--- config.mk ---
export PLATFORM = sky130hd
export DESIGN_NAME = analog_path_config_register
export DESIGN_NICKNAME = d
export VERILOG_FILES = /design/src/logic/apc_pkg.sv /design/src/logic/path_sel_if.sv /design/src/logic/analog_path_config_register.sv /design/src/logic/path_decode.sv
export VERILOG_INCLUDE_DIRS = /design/src /design/src/logic
export SDC_FILE = /design/constraint.sdc
export NUM_CORES = 1
export LEC_CHECK = 0
export ABC_AREA = 1
export BUFFER_PORTS_ARGS = -buffer_cell sky130_fd_sc_hd__buf_2
export CORE_MARGIN = 3
export CORE_UTILIZATION = 53
export CTS_BUF_LIST = sky130_fd_sc_hd__clkbuf_8
export CTS_CLUSTER_DIAMETER = 50
export DETAILED_ROUTE_END_ITERATION = 16
export HOLD_SLACK_MARGIN = 0.12
export PLACE_DENSITY = 0.87
export RECOVER_POWER = 50
export SETUP_SLACK_MARGIN = 0.1
export SYNTH_ARGS = -nofsm -noshare
export SYNTH_HDL_FRONTEND = slang
export SYNTH_SLANG_ARGS = --single-unit
--- constraint.sdc ---
create_clock -name ref_clk -period 3.2 [get_ports ref_clk]
set_input_delay 0.64 -clock ref_clk [delete_from_list [all_inputs] [get_ports ref_clk]]
set_output_delay 0.64 -clock ref_clk [all_outputs]
set_load 0.01 [all_outputs]
--- src/logic/apc_consts.svh ---
`ifndef APC_CONSTS_SVH
`define APC_CONSTS_SVH

// register width and factory value of the non-volatile copy
`define APC_W        12
`define APC_FACTORY  12'h440

// field positions
`define APC_VOL_LSB  0
`define APC_VOL_MSB  2
`define APC_MON_BIT  3
`define APC_MIX_BIT  4
`define APC_EDIT_BIT 5
`define APC_SFT_BIT  6
`define APC_DRV_BIT  7
`define APC_SPK_BIT  8
`define APC_PWR_BIT  9
`define APC_EOM_BIT  11

`endif

--- src/logic/apc_pkg.sv ---
package apc_pkg;

  typedef enum logic [2:0] {
    OP_POWER_DOWN,
    OP_POWER_UP,
    OP_PASSTHRU,
    OP_RECORD,
    OP_PLAY
  } fsm_t;

  typedef struct packed {
    logic rec_mic;
    logic rec_aux;
    logic ft_mic;
    logic ft_aux;
    logic play_storage;
    logic play_aux;
  } path_sel_t;

endpackage : apc_pkg

--- src/logic/path_sel_if.sv ---
`timescale 1ns/1ps
`include "apc_consts.svh"

interface path_sel_if;
  logic [`APC_W-1:0]  cfg;
  logic               ft_on;
  apc_pkg::fsm_t      op;
  apc_pkg::path_sel_t sel;

  modport decoder (input cfg, input ft_on, input op, output sel);
  modport owner   (output cfg, output ft_on, output op, input sel);
endinterface : path_sel_if

--- src/logic/analog_path_config_register.sv ---
`timescale 1ns/1ps
`include "apc_consts.svh"

// Contract
// RULE1 - power-on and reset function reload the register from stored bits
// RULE2 - stored bits span eleven down to zero, factory value 440 hex
// RULE3 - host may read the register and load new values serially
// RULE4 - on host request the register is copied into the stored bits
// RULE5 - bits two to zero pick one of eight volume steps
// RULE6 - bit three routes the input to outputs while recording
// RULE7 - bit four with feed-through picks aux or mic plus aux recording
// RULE8 - bit five disables sound effect editing when set
// RULE9 - serial mode takes feed-through from bit six, pin otherwise
// RULE10 - feed-through off: no idle path, mic recording, storage playback
// RULE11 - feed-through on: idle feeds input, playback mixes aux with storage
// RULE12 - path comes from bits three, four and the feed-through source
// RULE13 - bit seven picks current output or aux output driver
// RULE14 - bit eight disables the speaker bridge outputs
// RULE15 - bit nine keeps the analog output powered off
// RULE16 - bit eleven makes ranged playback stop at message end
// RULE17 - track power, record, play and feed-through states from requests
// RULE18 - register holds until load or reset, paths follow it at once; code updates path outputs one cycle later
module analog_path_config_register
  import apc_pkg::*;
(
  input  wire logic              ref_clk,
  input  wire logic              rst,
  input  wire logic              reset_func_req,
  input  wire logic [`APC_W-1:0] nonvolatile_config_bits,
  input  wire logic              cfg_load_strobe,
  input  wire logic [`APC_W-1:0] cfg_load_data,
  input  wire logic              cfg_read_strobe,
  output logic                   cfg_read_valid,
  output logic      [`APC_W-1:0] cfg_read_data,
  input  wire logic              cfg_commit_strobe,
  output logic                   nv_write_strobe,
  output logic      [`APC_W-1:0] nv_write_data,
  input  wire logic              serial_power_up_cmd,
  input  wire logic              power_down_cmd,
  input  wire logic              passthru_pin_n,
  input  wire logic              record_start,
  input  wire logic              play_start,
  input  wire logic              op_stop,
  output logic                   serial_mode,
  output fsm_t                   op_state,
  output logic      [`APC_W-1:0] analog_path_config,
  output logic      [2:0]        volume_step,
  output logic                   effect_edit_disable,
  output logic                   current_output,
  output logic                   aux_output,
  output logic                   speaker_bridge_disable,
  output logic                   output_power_off,
  output logic                   message_end_stop,
  output logic                   rec_mic,
  output logic                   rec_aux,
  output logic                   ft_mic,
  output logic                   ft_aux,
  output logic                   play_storage,
  output logic                   play_aux
);

  //////////////////////////////////////////////////////////////////////////
  // state

  typedef struct packed {
    logic [`APC_W-1:0] cfg;
    logic              cur_out;
    logic              load_pending;
    logic              serial_mode;
    fsm_t              op;
    logic              read_valid;
    logic [`APC_W-1:0] read_data;
    logic              nv_wr;
    logic [`APC_W-1:0] nv_data;
    path_sel_t         sel;
  } regs_t;

  localparam logic [`APC_W-1:0] FACTORY_CFG = `APC_FACTORY;

  // the stored bits are only sampled after reset is released
  localparam regs_t REGS_RESET = '{
    cfg:          `APC_FACTORY,
    cur_out:      !FACTORY_CFG[`APC_DRV_BIT],
    load_pending: 1'b1,
    serial_mode:  1'b0,
    op:           OP_POWER_DOWN,
    read_valid:   1'b0,
    read_data:    '0,
    nv_wr:        1'b0,
    nv_data:      '0,
    sel:          '0
  };

  regs_t r;
  regs_t next_r;
  logic  ft_on;
  fsm_t  rest_op;

  path_sel_if u_path ();

  //////////////////////////////////////////////////////////////////////////
  // path decode

  // pin is ignored once serial mode owns feed-through [RULE9] [RULE12]
  assign ft_on = r.serial_mode ? !r.cfg[`APC_SFT_BIT] : !passthru_pin_n;

  assign u_path.cfg   = r.cfg;
  assign u_path.ft_on = ft_on;
  assign u_path.op    = r.op;

  path_decode u_decode (
    .bus (u_path.decoder)
  );

  //////////////////////////////////////////////////////////////////////////
  // next state

  always_comb begin
    next_r = r;
    next_r.load_pending = 1'b0;
    // reload from stored bits wins over a serial load [RULE1] [RULE2]
    if (r.load_pending || reset_func_req) begin
      next_r.cfg = nonvolatile_config_bits;
    end else if (cfg_load_strobe) begin
      next_r.cfg = cfg_load_data; // [RULE3] [RULE18]
    end
    // reads and commits see the value before a same-cycle load
    next_r.read_valid = cfg_read_strobe; // [RULE3]
    if (cfg_read_strobe) begin
      next_r.read_data = r.cfg;
    end
    next_r.nv_wr = cfg_commit_strobe; // [RULE4]
    if (cfg_commit_strobe) begin
      next_r.nv_data = r.cfg;
    end
    if (power_down_cmd) begin
      next_r.serial_mode = 1'b0; // [RULE9]
    end else if (serial_power_up_cmd) begin
      next_r.serial_mode = 1'b1;
    end
    // standalone operations end in power-down, serial ones stay powered
    rest_op = r.serial_mode ? OP_POWER_UP : OP_POWER_DOWN;
    unique case (r.op)
      OP_POWER_DOWN, OP_POWER_UP: begin
        if (record_start) begin
          next_r.op = OP_RECORD; // [RULE17]
        end else if (play_start) begin
          next_r.op = OP_PLAY;
        end else if (ft_on) begin
          next_r.op = OP_PASSTHRU;
        end else if (serial_power_up_cmd) begin
          next_r.op = OP_POWER_UP;
        end
      end
      OP_PASSTHRU: begin
        if (record_start) begin
          next_r.op = OP_RECORD;
        end else if (play_start) begin
          next_r.op = OP_PLAY;
        end else if (!ft_on) begin
          next_r.op = rest_op;
        end
      end
      OP_RECORD, OP_PLAY: begin
        if (op_stop) begin
          next_r.op = rest_op;
        end
      end
    endcase
    if (power_down_cmd) begin
      next_r.op = OP_POWER_DOWN; // [RULE17]
    end
    next_r.sel = u_path.sel; // [RULE12] [RULE18]
    next_r.cur_out = !next_r.cfg[`APC_DRV_BIT]; // [RULE13]
  end

  always_ff @(posedge ref_clk) begin
    if (rst) begin
      r <= REGS_RESET;
    end else begin
      r <= next_r;
    end
  end

  //////////////////////////////////////////////////////////////////////////
  // outputs

  assign cfg_read_valid         = r.read_valid;
  assign cfg_read_data          = r.read_data;
  assign nv_write_strobe        = r.nv_wr;
  assign nv_write_data          = r.nv_data;
  assign serial_mode            = r.serial_mode;
  assign op_state               = r.op;
  assign analog_path_config     = r.cfg;
  assign volume_step            = r.cfg[`APC_VOL_MSB:`APC_VOL_LSB]; // [RULE5]
  assign effect_edit_disable    = r.cfg[`APC_EDIT_BIT]; // [RULE8]
  // own flop fed from the same next value, so no glue sits on the pin
  assign current_output         = r.cur_out; // [RULE13]
  assign aux_output             = r.cfg[`APC_DRV_BIT];
  assign speaker_bridge_disable = r.cfg[`APC_SPK_BIT]; // [RULE14]
  assign output_power_off       = r.cfg[`APC_PWR_BIT]; // [RULE15]
  assign message_end_stop       = r.cfg[`APC_EOM_BIT]; // [RULE16]
  assign rec_mic                = r.sel.rec_mic;
  assign rec_aux                = r.sel.rec_aux;
  assign ft_mic                 = r.sel.ft_mic;
  assign ft_aux                 = r.sel.ft_aux;
  assign play_storage           = r.sel.play_storage;
  assign play_aux               = r.sel.play_aux;
endmodule : analog_path_config_register

--- src/logic/path_decode.sv ---
`timescale 1ns/1ps
`include "apc_consts.svh"

module path_decode
  import apc_pkg::*;
(
  path_sel_if.decoder bus
);

  logic mix;
  logic mon;
  logic rec;

  always_comb begin
    mix = bus.cfg[`APC_MIX_BIT];
    mon = bus.cfg[`APC_MON_BIT];
    rec = (bus.op == OP_RECORD);
    // record source: mic unless feed-through is on, then aux (+mic) [RULE7]
    bus.sel.rec_mic      = rec && (!bus.ft_on || mix);
    bus.sel.rec_aux      = rec && bus.ft_on;
    // idle feed-through, plus the recorded input when monitoring [RULE11]
    // feed-through off: only the mic is monitored [RULE10] [RULE6]
    bus.sel.ft_mic       = (bus.op == OP_PASSTHRU && mix)
                         || (rec && mon && (!bus.ft_on || mix));
    bus.sel.ft_aux       = (bus.op == OP_PASSTHRU)
                         || (rec && mon && bus.ft_on);
    // playback mixes aux in only with feed-through on [RULE10] [RULE11]
    bus.sel.play_storage = (bus.op == OP_PLAY);
    bus.sel.play_aux     = (bus.op == OP_PLAY) && bus.ft_on;
  end

endmodule : path_decode

==> results of run 1 <==
-- per-stage QoR --
step,setup WS (ns),std cells,hold slack (ns)
6_report,1.23,388,0.497
3_3_place_gp,1.53,382,0.466
5_1_grt,1.04,388,0.527
4_1_cts,1.65,388,0.491
2_1_floorplan,1.86,295,0.454
3_5_place_dp,1.49,382,0.470
-- flip-flops by register name, indices dropped and copies added (netlist names) --
signal	count
op_state	3
rec_mic	1
current_output	1
ft_mic	1
r	1
rec_aux	1
cfg_read_data	12
play_aux	1
nv_write_strobe	1
nv_write_data	12
analog_path_config	12
serial_mode	1
ft_aux	1
play_storage	1
cfg_read_valid	1
-- cells in the final DEF (no fill, tap or decap) --
cell | netlist | routed
sky130_fd_sc_hd__dfxtp_1 | 50 | 50
sky130_fd_sc_hd__inv_1 | 18 | 19
sky130_fd_sc_hd__clkbuf_8 | 0 | 6
sky130_fd_sc_hd__nor2_1 | 44 | 44
sky130_fd_sc_hd__clkbuf_1 | 3 | 19
sky130_fd_sc_hd__nand3_1 | 8 | 8
sky130_fd_sc_hd__nand2_1 | 31 | 31
sky130_fd_sc_hd__a31oi_1 | 6 | 6
sky130_fd_sc_hd__or2_1 | 1 | 1
sky130_fd_sc_hd__inv_2 | 4 | 3
sky130_fd_sc_hd__a21oi_1 | 22 | 22
sky130_fd_sc_hd__nor2_2 | 1 | 1
sky130_fd_sc_hd__nand4_1 | 3 | 3
sky130_fd_sc_hd__nand2_4 | 1 | 1
sky130_fd_sc_hd__buf_2 | 8 | 73
sky130_fd_sc_hd__o21ai_0 | 29 | 33
sky130_fd_sc_hd__nor3_1 | 2 | 2
sky130_fd_sc_hd__o21ai_1 | 11 | 7
sky130_fd_sc_hd__nand2_2 | 2 | 2
sky130_fd_sc_hd__nand3_2 | 5 | 5
sky130_fd_sc_hd__nor3_2 | 1 | 1
sky130_fd_sc_hd__nor2_4 | 1 | 1
-- power breakdown --
| group | switching [mW] | internal [mW] | total, mW |
|---|---|---|---|
| clock | 0.188 | 0.167 | 0.355 |
| combinational | 0.115 | 0.0718 | 0.187 |
| sequential | 0.0288 | 0.660 | 0.689 |
-- worst max-delay path by stage --
stage,from,to
global route,rst,rec_mic$_SDFF_PP0_
floorplan,reset_func_req,analog_path_config[8]$_SDFFE_PP0P_
CTS,analog_path_config[5]$_SDFFE_PP0P_,effect_edit_disable
global placement,cfg_load_strobe,analog_path_config[5]$_SDFFE_PP0P_
detailed placement,cfg_load_strobe,analog_path_config[9]$_SDFFE_PP0P_
finish,rst,rec_mic$_SDFF_PP0_
-- area by class of cell --
class | instances | area (sq um)
clock buffer | 6 | 82.6
inverter | 22 | 82.6
fill | 373 | 1590
timing repair buffer | 92 | 437
sequential | 50 | 1000
tap | 50 | 62.6
multi-input combinational | 168 | 806
-- routing by layer --
metal,track usage,wire [um]
met2,0.309,2360
met1,0.302,2410
met5,0,0
met3,0.0491,378
met4,0.0710,87
-- logic make-up (layout without fill, tap and decap cells) --
group | after synthesis | count (layout) | share of synthesized area
buffers and inverters | 77 | 120 | 0.206
DFF | 50 | 50 | 0.440
and+or+nand+nor | 100 | 100 | 0.201
AOI/OAI and AO/OA | 68 | 68 | 0.153
-- worst max-delay path: cells and delay by family --
kind	cells	cell delay [ns]
buffers and inverters	3	1.18
and+or+nand+nor	2	0.32
==> report_table.html, run 1 <==
<table>
<tr><th>Metric</th><th>Value</th></tr>
<tr><th colspan="2">Synth</th></tr>
<tr><td>Post-synthesis cell type with the largest combined area</td><td>sky130_fd_sc_hd__dfxtp_1</td></tr>
<tr><td>Top cell type's share of synthesized area</td><td>0.440</td></tr>
<tr><td>Instance count of the mapped netlist</td><td>295</td></tr>
<tr><td>Sequential share of the synthesized area</td><td>0.440</td></tr>
<tr><td>Prevailing post-synth register cell</td><td>sky130_fd_sc_hd__dfxtp_1</td></tr>
<tr><td>Area contributors post-synth</td><td>sky130_fd_sc_hd__dfxtp_1, sky130_fd_sc_hd__buf_4, sky130_fd_sc_hd__nor2_1, sky130_fd_sc_hd__o21ai_0, sky130_fd_sc_hd__nand2_1</td></tr>
<tr><td>Net count after synthesis</td><td>approximately 330</td></tr>
<tr><td>Synthesized cell area</td><td>about 2300 sq um</td></tr>
<tr><td>Asr flop ratio synth</td><td>0</td></tr>
<tr><td>Most instantiated library cell after synthesis</td><td>sky130_fd_sc_hd__dfxtp_1</td></tr>
<tr><td>Number of library cell types mapped by synthesis</td><td>23</td></tr>
<tr><td>Post-synth EDFFs</td><td>0</td></tr>
<tr><td>Mean Syn Cell Area</td><td>7.71 sq um</td></tr>
<tr><td>Flop and latch count out of synthesis</td><td>50</td></tr>
<tr><td>Commonest cells in the synthesized netlist</td><td>sky130_fd_sc_hd__dfxtp_1, sky130_fd_sc_hd__nor2_1, sky130_fd_sc_hd__buf_4</td></tr>
<tr><td>Number of warnings printed during yosys synthesis</td><td>0</td></tr>
<tr><th colspan="2">Pwr</th></tr>
<tr><td>Max IR drop VDD</td><td>~0.23 mV</td></tr>
<tr><td>Post-route total power</td><td>~1.2 mW</td></tr>
<tr><td>Power density cells</td><td>between 400 and 500 nW/um^2</td></tr>
<tr><td>Total leakage power</td><td>around 1.2 nW</td></tr>
<tr><th colspan="2">Floorplanning</th></tr>
<tr><td>Die width</td><td>approximately 72 um</td></tr>
<tr><td>Core area</td><td>~4100 sq um</td></tr>
<tr><td>Number of top-level pins</td><td>93</td></tr>
<tr><td>Die span in y</td><td>a little over 70 um</td></tr>
<tr><td>Starting utilization of the core area</td><td>0.561</td></tr>
<tr><td>Floorplan die area</td><td>just over 5000 sq um</td></tr>
<tr><td>FP Rows</td><td>23</td></tr>
<tr><th colspan="2">STA</th></tr>
<tr><td>Slew Limit Fails</td><td>0</td></tr>
<tr><td>Crit path time final</td><td>around 2 ns</td></tr>
<tr><td>Max Clock Freq</td><td>between 500 and 600 MHz</td></tr>
<tr><td>Slew at the pin closest to its max-slew limit</td><td>between 0.7 and 0.8 ns</td></tr>
<tr><td>Number of setup violations in the final report</td><td>0</td></tr>
<tr><td>RSZ-0062 raised after global routing</td><td>no</td></tr>
<tr><td>Setup skew after layout</td><td>between 0.005 and 0.006 ns</td></tr>
<tr><td>Total Negative Setup Slacks</td><td>0 ns</td></tr>
<tr><td>Number of endpoints with negative hold slack in the final report</td><td>0</td></tr>
<tr><td>Headroom to the max-slew limit</td><td>0.489</td></tr>
<tr><td>Portion of the clock cycle consumed by the worst path in the final layout</td><td>0.615</td></tr>
<tr><th colspan="2">Critical path</th></tr>
<tr><td>Source of the worst register-to-register timing path</td><td>r[36]$_DFF_P_</td></tr>
<tr><td>Worst Path Arrival</td><td>2.16 ns</td></tr>
<tr><td>Most numerous cell on the critical path</td><td>sky130_fd_sc_hd__inv_1</td></tr>
<tr><td>Worst R2R Setup Slack</td><td>1.88 ns</td></tr>
<tr><td>CP startpoint kind</td><td>input port</td></tr>
<tr><td>Startpoint-to-endpoint class of the critical path</td><td>input port to flop</td></tr>
<tr><td>Longest individual stage delay on the worst path</td><td>~0.6 ns</td></tr>
<tr><td>CP max FO</td><td>28</td></tr>
<tr><td>Required time at the endpoint of the critical path</td><td>3.40 ns</td></tr>
<tr><td>Capturing point of the worst reg2reg path</td><td>current_output$_SDFF_PP1_</td></tr>
<tr><td>R2R depth</td><td>4</td></tr>
<tr><td>Cell with the largest stage delay on the worst path</td><td>sky130_fd_sc_hd__inv_1</td></tr>
<tr><td>CP Cell Sequence</td><td>clkbuf_1 &gt; inv_1 &gt; nand2_1 &gt; or2_1 &gt; inv_1</td></tr>
<tr><td>Crit path capture type</td><td>flop</td></tr>
<tr><th colspan="2">GRT</th></tr>
<tr><td>Total routing usage reported by global routing</td><td>0.210</td></tr>
<tr><td>Vias in the first global route</td><td>around 1.7k</td></tr>
<tr><td>Maximum number of pins on one net before global-route repair</td><td>29</td></tr>
<tr><td>GRT Residual Overflow</td><td>0</td></tr>
<tr><td>First-pass GRT wire length</td><td>8490 um</td></tr>
<tr><td>Initial antenna violation count</td><td>0</td></tr>
<tr><th colspan="2">Drt</th></tr>
<tr><td>DRC violation count after routing</td><td>0</td></tr>
<tr><td>Detail Route Antenna Nets</td><td>0</td></tr>
<tr><td>Routed Wire Length</td><td>around 5200 um</td></tr>
<tr><td>Vias per cell</td><td>5.14</td></tr>
<tr><td>Average wire length per cell after detail routing</td><td>between 10 and 15 um</td></tr>
<tr><td>Iteration-0 DRC count of the detailed router</td><td>around 150</td></tr>
<tr><td>Pre-Repair DR Iteration Count</td><td>4</td></tr>
<tr><td>Total number of vias</td><td>about 2.0k</td></tr>
<tr><th colspan="2">Clock network</th></tr>
<tr><td>Number of buffers inserted during clock tree synthesis</td><td>5</td></tr>
<tr><td>Clk_lat worst skew</td><td>slightly below 0.3 ns</td></tr>
<tr><td>Max Buffers Root-to-Sink</td><td>2</td></tr>
<tr><td>Max H-tree Level</td><td>2</td></tr>
<tr><td>CTS-repair resized insts</td><td>0</td></tr>
<tr><td>Clock tree from TritonCTS</td><td>built</td></tr>
<tr><td>Clock slew at the register clock pins of the worst setup and hold paths</td><td>around 0.08 ns</td></tr>
<tr><td>Clock sink count</td><td>50</td></tr>
<tr><td>Hold buffer count at CTS</td><td>0</td></tr>
<tr><td>Master cell of the clock root buffer</td><td>sky130_fd_sc_hd__clkbuf_8</td></tr>
<tr><td>Number of post-CTS setup repair buffers</td><td>0</td></tr>
<tr><th colspan="2">Finish</th></tr>
<tr><td>Antenna Cells</td><td>0</td></tr>
<tr><td>Total Nets Final</td><td>375</td></tr>
<tr><td>Fin area</td><td>approximately 2500 sq um</td></tr>
<tr><td>Proportion of layout cells with a drive suffix above 1</td><td>0.275</td></tr>
<tr><td>Final core utilization</td><td>0.609</td></tr>
<tr><td>Layout overhead on the synthesized area</td><td>8.64%</td></tr>
<tr><th colspan="2">Place</th></tr>
<tr><td>IO Port Bufs</td><td>slightly above 90</td></tr>
<tr><td>Post-DP HPWL</td><td>approximately 3900 um</td></tr>
<tr><td>Placer Congestion</td><td>slightly below 0.9</td></tr>
<tr><td>Post-place instance area</td><td>roughly 2400 sq um</td></tr>
<tr><th colspan="2">Min path</th></tr>
<tr><td>Classification of the worst-slack hold path</td><td>flop to flop</td></tr>
<tr><td>Worst Hold End</td><td>cfg_read_data[8]$_SDFFE_PP0P_</td></tr>
<tr><td>Hold Startpoint</td><td>cfg_read_data[8]$_SDFFE_PP0P_</td></tr>
<tr><td>Hold Path Cell Cnt</td><td>2</td></tr>
<tr><th colspan="2">Job</th></tr>
<tr><td>Number of maximum-capacitance violations</td><td>0</td></tr>
<tr><th colspan="2">Status</th></tr>
<tr><td>Status</td><td>complete, no violations</td></tr>
</table>
Power figures use the tool's default switching activity.
==> inputs of run 2 (changes only) <==
- CORE_UTILIZATION: 53 -> 45
- PLACE_DENSITY: 0.87 -> 0.78
- clock period: 3.2 -> 1.7 ns (I/O delays scaled with it)
==> run 2 against run 1 <==
Effect of this change: cell area grew 2.4%; clock-buffer cell count decreased by 1; utilization is 8.4 points lower; non-clock buffer count increased by 3; clock power up 130%; wire length grew 1.6%; critical path type is now flop to flop.
==> report_table.html, run 2 (synthesis gave the netlist of run 1 again) <==
<table>
<tr><th>Metric</th><th>Value</th></tr>
<tr><th colspan="2">Critical path</th></tr>
<tr><td>Worst Path Arrival</td><td>around 1.5 ns</td></tr>
<tr><td>Required time at the endpoint of the critical path</td><td>approximately 1.9 ns</td></tr>
<tr><td>Longest individual stage delay on the worst path</td><td>between 0.4 and 0.5 ns</td></tr>
<tr><td>CP Cell Sequence</td><td>nand3_1 &gt; nand2_4 &gt; nand2_2 &gt; nand3_2 &gt; nand2_1 &gt; nand2_1 &gt; nor2_1</td></tr>
<tr><td>Cell with the largest stage delay on the worst path</td><td>sky130_fd_sc_hd__dfxtp_1</td></tr>
<tr><td>Crit path capture type</td><td>flop</td></tr>
<tr><td>CP startpoint kind</td><td>flop</td></tr>
<tr><td>Most numerous cell on the critical path</td><td>sky130_fd_sc_hd__nand2_1</td></tr>
<tr><td>CP max FO</td><td>5</td></tr>
<tr><td>Startpoint-to-endpoint class of the critical path</td><td>flop to flop</td></tr>
<tr><th colspan="2">Drt</th></tr>
<tr><td>Total number of vias</td><td>around 2k</td></tr>
<tr><td>DRC violation count after routing</td><td>0</td></tr>
<tr><td>Pre-Repair DR Iteration Count</td><td>4</td></tr>
<tr><td>Iteration-0 DRC count of the detailed router</td><td>just under 90</td></tr>
<tr><td>Routed Wire Length</td><td>approximately 5300 um</td></tr>
<tr><td>Average wire length per cell after detail routing</td><td>between 10 and 15 um</td></tr>
<tr><td>Detail Route Antenna Nets</td><td>0</td></tr>
<tr><td>Vias per cell</td><td>between 4 and 5</td></tr>
<tr><th colspan="2">Clock network</th></tr>
<tr><td>Max H-tree Level</td><td>2</td></tr>
<tr><td>Clock tree from TritonCTS</td><td>built</td></tr>
<tr><td>Number of buffers inserted during clock tree synthesis</td><td>5</td></tr>
<tr><td>Hold buffer count at CTS</td><td>0</td></tr>
<tr><td>Clock sink count</td><td>50</td></tr>
<tr><td>CTS-repair resized insts</td><td>0</td></tr>
<tr><td>Clk_lat worst skew</td><td>around 0.3 ns</td></tr>
<tr><td>Clock slew at the register clock pins of the worst setup and hold paths</td><td>approximately 0.090 ns</td></tr>
<tr><td>Max Buffers Root-to-Sink</td><td>2</td></tr>
<tr><td>Number of post-CTS setup repair buffers</td><td>0</td></tr>
<tr><td>Master cell of the clock root buffer</td><td>sky130_fd_sc_hd__clkbuf_8</td></tr>
<tr><th colspan="2">Pwr</th></tr>
<tr><td>Logic pwr share</td><td>0.143</td></tr>
<tr><td>Share of total power in sequential cells</td><td>0.522</td></tr>
<tr><td>Internal cell power</td><td>~1.8 mW</td></tr>
<tr><td>Max IR drop VDD</td><td>around 0.48 mV</td></tr>
<tr><td>Clock network fraction of design power</td><td>0.334</td></tr>
<tr><td>Total leakage power</td><td>around 1.2 nW</td></tr>
<tr><td>Net Switching</td><td>between 0.6 and 0.7 mW</td></tr>
<tr><td>Switching part of the total power</td><td>0.266</td></tr>
<tr><td>Post-route total power</td><td>around 2.5 mW</td></tr>
<tr><td>Power density cells</td><td>981 nW/um^2</td></tr>
<tr><th colspan="2">GRT</th></tr>
<tr><td>GRT Residual Overflow</td><td>0</td></tr>
<tr><td>Total routing usage reported by global routing</td><td>0.178</td></tr>
<tr><td>Maximum number of pins on one net before global-route repair</td><td>29</td></tr>
<tr><td>Initial antenna violation count</td><td>0</td></tr>
<tr><td>First-pass GRT wire length</td><td>around 8500 um</td></tr>
<tr><td>Vias in the first global route</td><td>between 1.5k and 2k</td></tr>
<tr><th colspan="2">Finish</th></tr>
<tr><td>Seq. cell area</td><td>roughly 1000 sq um</td></tr>
<tr><td>Multi-input logic area</td><td>~800 sq um</td></tr>
<tr><td>Filler cell count in the final layout</td><td>~500</td></tr>
<tr><td>Antenna Cells</td><td>0</td></tr>
<tr><td>Final core utilization</td><td>0.525</td></tr>
<tr><td>Total Nets Final</td><td>between 300 and 400</td></tr>
<tr><td>Proportion of layout cells with a drive suffix above 1</td><td>0.268</td></tr>
<tr><td>Commonest cells after routing, fill and taps aside</td><td>sky130_fd_sc_hd__buf_2, sky130_fd_sc_hd__dfxtp_1, sky130_fd_sc_hd__nor2_1, sky130_fd_sc_hd__nand2_1, sky130_fd_sc_hd__o21ai_0</td></tr>
<tr><td>Most common cell after layout, fill and taps aside</td><td>sky130_fd_sc_hd__buf_2</td></tr>
<tr><td>Layout overhead on the synthesized area</td><td>11.2%</td></tr>
<tr><th colspan="2">Floorplanning</th></tr>
<tr><td>Floorplan die area</td><td>just under 6000 sq um</td></tr>
<tr><td>Number of top-level pins</td><td>93</td></tr>
<tr><td>Core area</td><td>4820 sq um</td></tr>
<tr><td>Die span in y</td><td>roughly 77 um</td></tr>
<tr><td>Die width</td><td>~77 um</td></tr>
<tr><td>FP Rows</td><td>25</td></tr>
<tr><td>Starting utilization of the core area</td><td>0.472</td></tr>
<tr><th colspan="2">Place</th></tr>
<tr><td>Placer Congestion</td><td>between 0.8 and 0.9</td></tr>
<tr><td>Post-Place Setup Slack</td><td>slightly below 0.4 ns</td></tr>
<tr><td>IO Port Bufs</td><td>92</td></tr>
<tr><td>Post-DP HPWL</td><td>roughly 4000 um</td></tr>
<tr><th colspan="2">STA</th></tr>
<tr><td>Total Negative Setup Slacks</td><td>0 ns</td></tr>
<tr><td>Setup skew after layout</td><td>approximately 0.0027 ns</td></tr>
<tr><td>Max Clock Freq</td><td>a little under 800 MHz</td></tr>
<tr><td>Final WS setup</td><td>0.419 ns</td></tr>
<tr><td>Portion of the clock cycle consumed by the worst path in the final layout</td><td>0.753</td></tr>
<tr><td>Slew at the pin closest to its max-slew limit</td><td>slightly below 0.8 ns</td></tr>
<tr><td>Slew Limit Fails</td><td>0</td></tr>
<tr><td>Headroom to the max-slew limit</td><td>0.474</td></tr>
<tr><td>RSZ-0062 raised after global routing</td><td>no</td></tr>
<tr><td>Number of setup violations in the final report</td><td>0</td></tr>
<tr><td>Number of endpoints with negative hold slack in the final report</td><td>0</td></tr>
<tr><td>Crit path time final</td><td>roughly 1.3 ns</td></tr>
<tr><th colspan="2">Job</th></tr>
<tr><td>Number of maximum-capacitance violations</td><td>0</td></tr>
<tr><th colspan="2">Status</th></tr>
<tr><td>Status</td><td>complete, no violations</td></tr>
<tr><th colspan="2">Min path</th></tr>
<tr><td>Classification of the worst-slack hold path</td><td>input port to flop</td></tr>
</table>
## run 2: worst paths after layout
| kind | cells after the start | startpoint | to | slack (ns) |
|---|---|---|---|---|
| setup / recovery | 7 | op_state[0]$_SDFFE_PP0P_ | op_state[0]$_SDFFE_PP0P_ | 0.42 |
| hold / removal | 4 | power_down_cmd | op_state[0]$_SDFFE_PP0P_ | 0.28 |
| setup reg to reg | 7 | op_state[0]$_SDFFE_PP0P_ | op_state[0]$_SDFFE_PP0P_ | 0.42 |
| hold reg to reg | 2 | cfg_read_data[10]$_SDFFE_PP0P_ | cfg_read_data[10]$_SDFFE_PP0P_ | 0.49 |
## run 2: power by group through the flow
stage / Combinational (mW) / Sequential (mW) / Clock (mW)
CTS: 0.367 / 1.30 / 0.856
global placement: 0.359 / 1.32 / 0
detailed placement: 0.365 / 1.32 / 0
global route: 0.400 / 1.31 / 0.915
finish: 0.355 / 1.30 / 0.830
floorplan: 0.295 / 1.32 / 0
## run 2: per-layer routing
layer / wire length [um] / GRT usage
met2: 2550 / 0.278
met3: 354 / 0.0528
met5: 0 / 0
met1: 2370 / 0.241
met4: 42 / 0.0463
## run 2: metrics by stage
| step | hold WS, ns | std cells | cell area (sq um) |
|---|---|---|---|
| floorplan | 0.368 | 295 | 2270 |
| global placement | 0.462 | 402 | 2460 |
| detailed placement | 0.472 | 402 | 2460 |
| CTS | 0.277 | 410 | 2570 |
| global route | 0.285 | 410 | 2530 |
| finish | 0.283 | 410 | 2530 |
## run 2: final cells by class
| type | count | area share |
|---|---|---|
| flip-flops and latches | 50 | 0.396 |
| clock buffers | 5 | 0.0272 |
| clock inverters | 3 | 0.0173 |
| well taps | 67 | 0.0331 |
| inverters | 22 | 0.0326 |
| repair buffers | 95 | 0.178 |
| multi-input cells | 168 | 0.317 |
## run 2: critical path, delay by kind of cell (launching register included)
| kind | cells | cell delay [ns] |
|---|---|---|
| flops | 1 | 0.43 |
| simple gates | 7 | 0.76 |
==> inputs of run 3 (changes only) <==
- clock period: 1.7 -> 1.05 ns (I/O delays scaled with it)
==> run 3 against run 2 <==
Effect of this change: the flow now finishes with violations (setup timing); via count up 11%; final cell count grew 7.3%; clock power increased by 99%; fmax is 8.3% higher; utilization rose by 19 points.
==> report_table.html, run 3 (synthesis gave the netlist of run 1 again) <==
<table>
<tr><th>Metric</th><th>Value</th></tr>
<tr><th colspan="2">Floorplanning</th></tr>
<tr><td>FP Rows</td><td>25</td></tr>
<tr><td>Die span in y</td><td>~77 um</td></tr>
<tr><td>Floorplan die area</td><td>5940 sq um</td></tr>
<tr><td>Number of top-level pins</td><td>93</td></tr>
<tr><td>Die width</td><td>77.1 um</td></tr>
<tr><td>Starting utilization of the core area</td><td>0.472</td></tr>
<tr><td>Core area</td><td>a little under 5000 sq um</td></tr>
<tr><th colspan="2">Critical path</th></tr>
<tr><td>Worst Path Arrival</td><td>around 1.4 ns</td></tr>
<tr><td>Crit path capture type</td><td>flop</td></tr>
<tr><td>CP startpoint kind</td><td>flop</td></tr>
<tr><td>Startpoint-to-endpoint class of the critical path</td><td>flop to flop</td></tr>
<tr><td>CP max FO</td><td>5</td></tr>
<tr><td>Required time at the endpoint of the critical path</td><td>between 1 and 1.5 ns</td></tr>
<tr><th colspan="2">Job</th></tr>
<tr><td>Number of maximum-capacitance violations</td><td>0</td></tr>
<tr><th colspan="2">Drt</th></tr>
<tr><td>DRC violation count after routing</td><td>0</td></tr>
<tr><td>Total number of vias</td><td>around 2.2k</td></tr>
<tr><td>Pre-Repair DR Iteration Count</td><td>5</td></tr>
<tr><td>Routed Wire Length</td><td>roughly 6500 um</td></tr>
<tr><td>Iteration-0 DRC count of the detailed router</td><td>between 150 and 200</td></tr>
<tr><td>Detail Route Antenna Nets</td><td>0</td></tr>
<tr><td>Average wire length per cell after detail routing</td><td>14.9 um</td></tr>
<tr><td>Vias per cell</td><td>approximately 5</td></tr>
<tr><th colspan="2">Finish</th></tr>
<tr><td>Filler cell count in the final layout</td><td>between 300 and 400</td></tr>
<tr><td>Commonest cells after routing, fill and taps aside</td><td>sky130_fd_sc_hd__buf_6, sky130_fd_sc_hd__nor2_1, sky130_fd_sc_hd__buf_2, sky130_fd_sc_hd__dfxtp_2, sky130_fd_sc_hd__o21ai_0</td></tr>
<tr><td>Most common cell after layout, fill and taps aside</td><td>sky130_fd_sc_hd__buf_6</td></tr>
<tr><td>Non-filler instance count after layout</td><td>between 400 and 500</td></tr>
<tr><td>Total Nets Final</td><td>408</td></tr>
<tr><td>Antenna Cells</td><td>0</td></tr>
<tr><td>Proportion of layout cells with a drive suffix above 1</td><td>0.598</td></tr>
<tr><td>Layout overhead on the synthesized area</td><td>50.7%</td></tr>
<tr><th colspan="2">STA</th></tr>
<tr><td>Headroom to the max-slew limit</td><td>0.807</td></tr>
<tr><td>RSZ-0062 raised after global routing</td><td>yes</td></tr>
<tr><td>Max Clock Freq</td><td>845 MHz</td></tr>
<tr><td>Portion of the clock cycle consumed by the worst path in the final layout</td><td>1.13</td></tr>
<tr><td>Setup skew after layout</td><td>0.0110 ns</td></tr>
<tr><td>Number of endpoints with negative hold slack in the final report</td><td>0</td></tr>
<tr><td>Slew at the pin closest to its max-slew limit</td><td>between 0.2 and 0.3 ns</td></tr>
<tr><td>Number of setup violations in the final report</td><td>8</td></tr>
<tr><td>Total Negative Setup Slacks</td><td>-0.547 ns</td></tr>
<tr><td>Crit path time final</td><td>between 1 and 1.5 ns</td></tr>
<tr><td>Final WS setup</td><td>-0.133 ns</td></tr>
<tr><td>Slew Limit Fails</td><td>0</td></tr>
<tr><th colspan="2">Pwr</th></tr>
<tr><td>Post-route total power</td><td>approximately 4.7 mW</td></tr>
<tr><td>Power density cells</td><td>~1400 nW/um^2</td></tr>
<tr><td>Max IR drop VDD</td><td>~0.87 mV</td></tr>
<tr><td>Total leakage power</td><td>between 1.5 and 2 nW</td></tr>
<tr><th colspan="2">Clock network</th></tr>
<tr><td>Max Buffers Root-to-Sink</td><td>2</td></tr>
<tr><td>Clock slew at the register clock pins of the worst setup and hold paths</td><td>0.08 ns</td></tr>
<tr><td>Clk_lat worst skew</td><td>0.31 ns</td></tr>
<tr><td>Master cell of the clock root buffer</td><td>sky130_fd_sc_hd__clkbuf_8</td></tr>
<tr><td>Number of buffers inserted during clock tree synthesis</td><td>5</td></tr>
<tr><td>Max H-tree Level</td><td>2</td></tr>
<tr><td>Clock sink count</td><td>50</td></tr>
<tr><td>Hold buffer count at CTS</td><td>0</td></tr>
<tr><td>Clock tree from TritonCTS</td><td>built</td></tr>
<tr><th colspan="2">GRT</th></tr>
<tr><td>Maximum number of pins on one net before global-route repair</td><td>19</td></tr>
<tr><td>Initial antenna violation count</td><td>0</td></tr>
<tr><td>Total routing usage reported by global routing</td><td>0.204</td></tr>
<tr><td>First-pass GRT wire length</td><td>9650 um</td></tr>
<tr><td>Vias in the first global route</td><td>1964</td></tr>
<tr><td>GRT Residual Overflow</td><td>0</td></tr>
<tr><th colspan="2">Place</th></tr>
<tr><td>Placer Congestion</td><td>roughly 0.78</td></tr>
<tr><td>Post-Place Setup Slack</td><td>-0.0320 ns</td></tr>
<tr><td>Post-DP HPWL</td><td>around 4100 um</td></tr>
<tr><td>IO Port Bufs</td><td>92</td></tr>
<tr><td>Placed Cells</td><td>between 400 and 500</td></tr>
<tr><th colspan="2">Status</th></tr>
<tr><td>Violated checks</td><td>setup timing</td></tr>
<tr><td>Status</td><td>finished, violations left</td></tr>
<tr><th colspan="2">Min path</th></tr>
<tr><td>Classification of the worst-slack hold path</td><td>input port to flop</td></tr>
</table>
## run 3: cell types whose count changed in the layout (fill, tap and decap cells not counted), sizes merged
| cell | delta |
|---|---|
| inv | -1 |
| clkbuf | -24 |
| clkinv | -1 |
| bufinv | +1 |
| buf | +55 |
## run 3: what timing repair did
| action | 4_1_cts | 5_1_grt |
|---|---|---|
| gates resized for setup | 113 | 39 |
| buffers inserted | 10 | 10 |
| setup endpoints to repair | 68 | 76 |
| pin swaps | 3 | 8 |
## run 3: final timing paths
kind              cells after the start  slack, ns                           from                       endpoint
setup / recovery                      9      -0.13       serial_mode$_SDFFE_PP0P_       op_state[0]$_SDFFE_PP0P_
hold reg to reg                       2       0.50  cfg_read_data[5]$_SDFFE_PP0P_  cfg_read_data[5]$_SDFFE_PP0P_
hold / removal                        4       0.16                 power_down_cmd       op_state[0]$_SDFFE_PP0P_
setup reg to reg                      9      -0.13       serial_mode$_SDFFE_PP0P_       op_state[0]$_SDFFE_PP0P_
## run 3: worst max-delay path, cell delays in order (launching register included)
cell                      delay, ns
sky130_fd_sc_hd__dfxtp_4       0.39
sky130_fd_sc_hd__inv_4         0.05
sky130_fd_sc_hd__nand2_1       0.08
sky130_fd_sc_hd__nand2_2       0.11
sky130_fd_sc_hd__nand2_1       0.10
sky130_fd_sc_hd__nand2_1       0.06
sky130_fd_sc_hd__nand2_1       0.08
sky130_fd_sc_hd__nand2_1       0.05
sky130_fd_sc_hd__nor2_1        0.11
sky130_fd_sc_hd__nor2_1        0.05
## run 3: through the flow
step	utilization	area (sq um)	hold slack, ns
5_1_grt	0.711	3430	0.158
3_3_place_gp	0.530	2550	0.462
2_1_floorplan	-	2290	0.238
6_report	0.711	3430	0.164
3_5_place_dp	0.530	2550	0.468
4_1_cts	0.665	3200	0.149
## run 3: report_power, final
part / internal, mW / total, mW / switching, mW / leakage (nW)
clock: 1.02 / 1.65 / 0.635 / 0.0714
sequential: 2.02 / 2.13 / 0.110 / 0.431
combinational: 0.489 / 0.939 / 0.450 / 1.06
total: 3.52 / 4.72 / 1.20 / 1.56
## run 3: layer usage
| metal | vias up | wire length (um) | global-route usage |
|---|---|---|---|
| met5 | - | 0 | 0 |
| met4 | 0 | 82 | 0.0623 |
| met3 | 9 | 358 | 0.0505 |
| met2 | 84 | 3350 | 0.333 |
| met1 | 1007 | 2740 | 0.265 |
| li1 | 1068 | - | - |
## run 3: area by class of cell
cell class / instances / area (sq um) / share of cell area
Clock buffer: 6 / 82.6 / 0.0241
Tap cell: 67 / 83.8 / 0.0245
Clock inverter: 2 / 60.1 / 0.0175
Sequential cell: 50 / 1090 / 0.319
Multi-Input combinational cell: 168 / 928 / 0.271
Timing Repair Buffer: 125 / 1090 / 0.317
Inverter: 22 / 90.1 / 0.0263
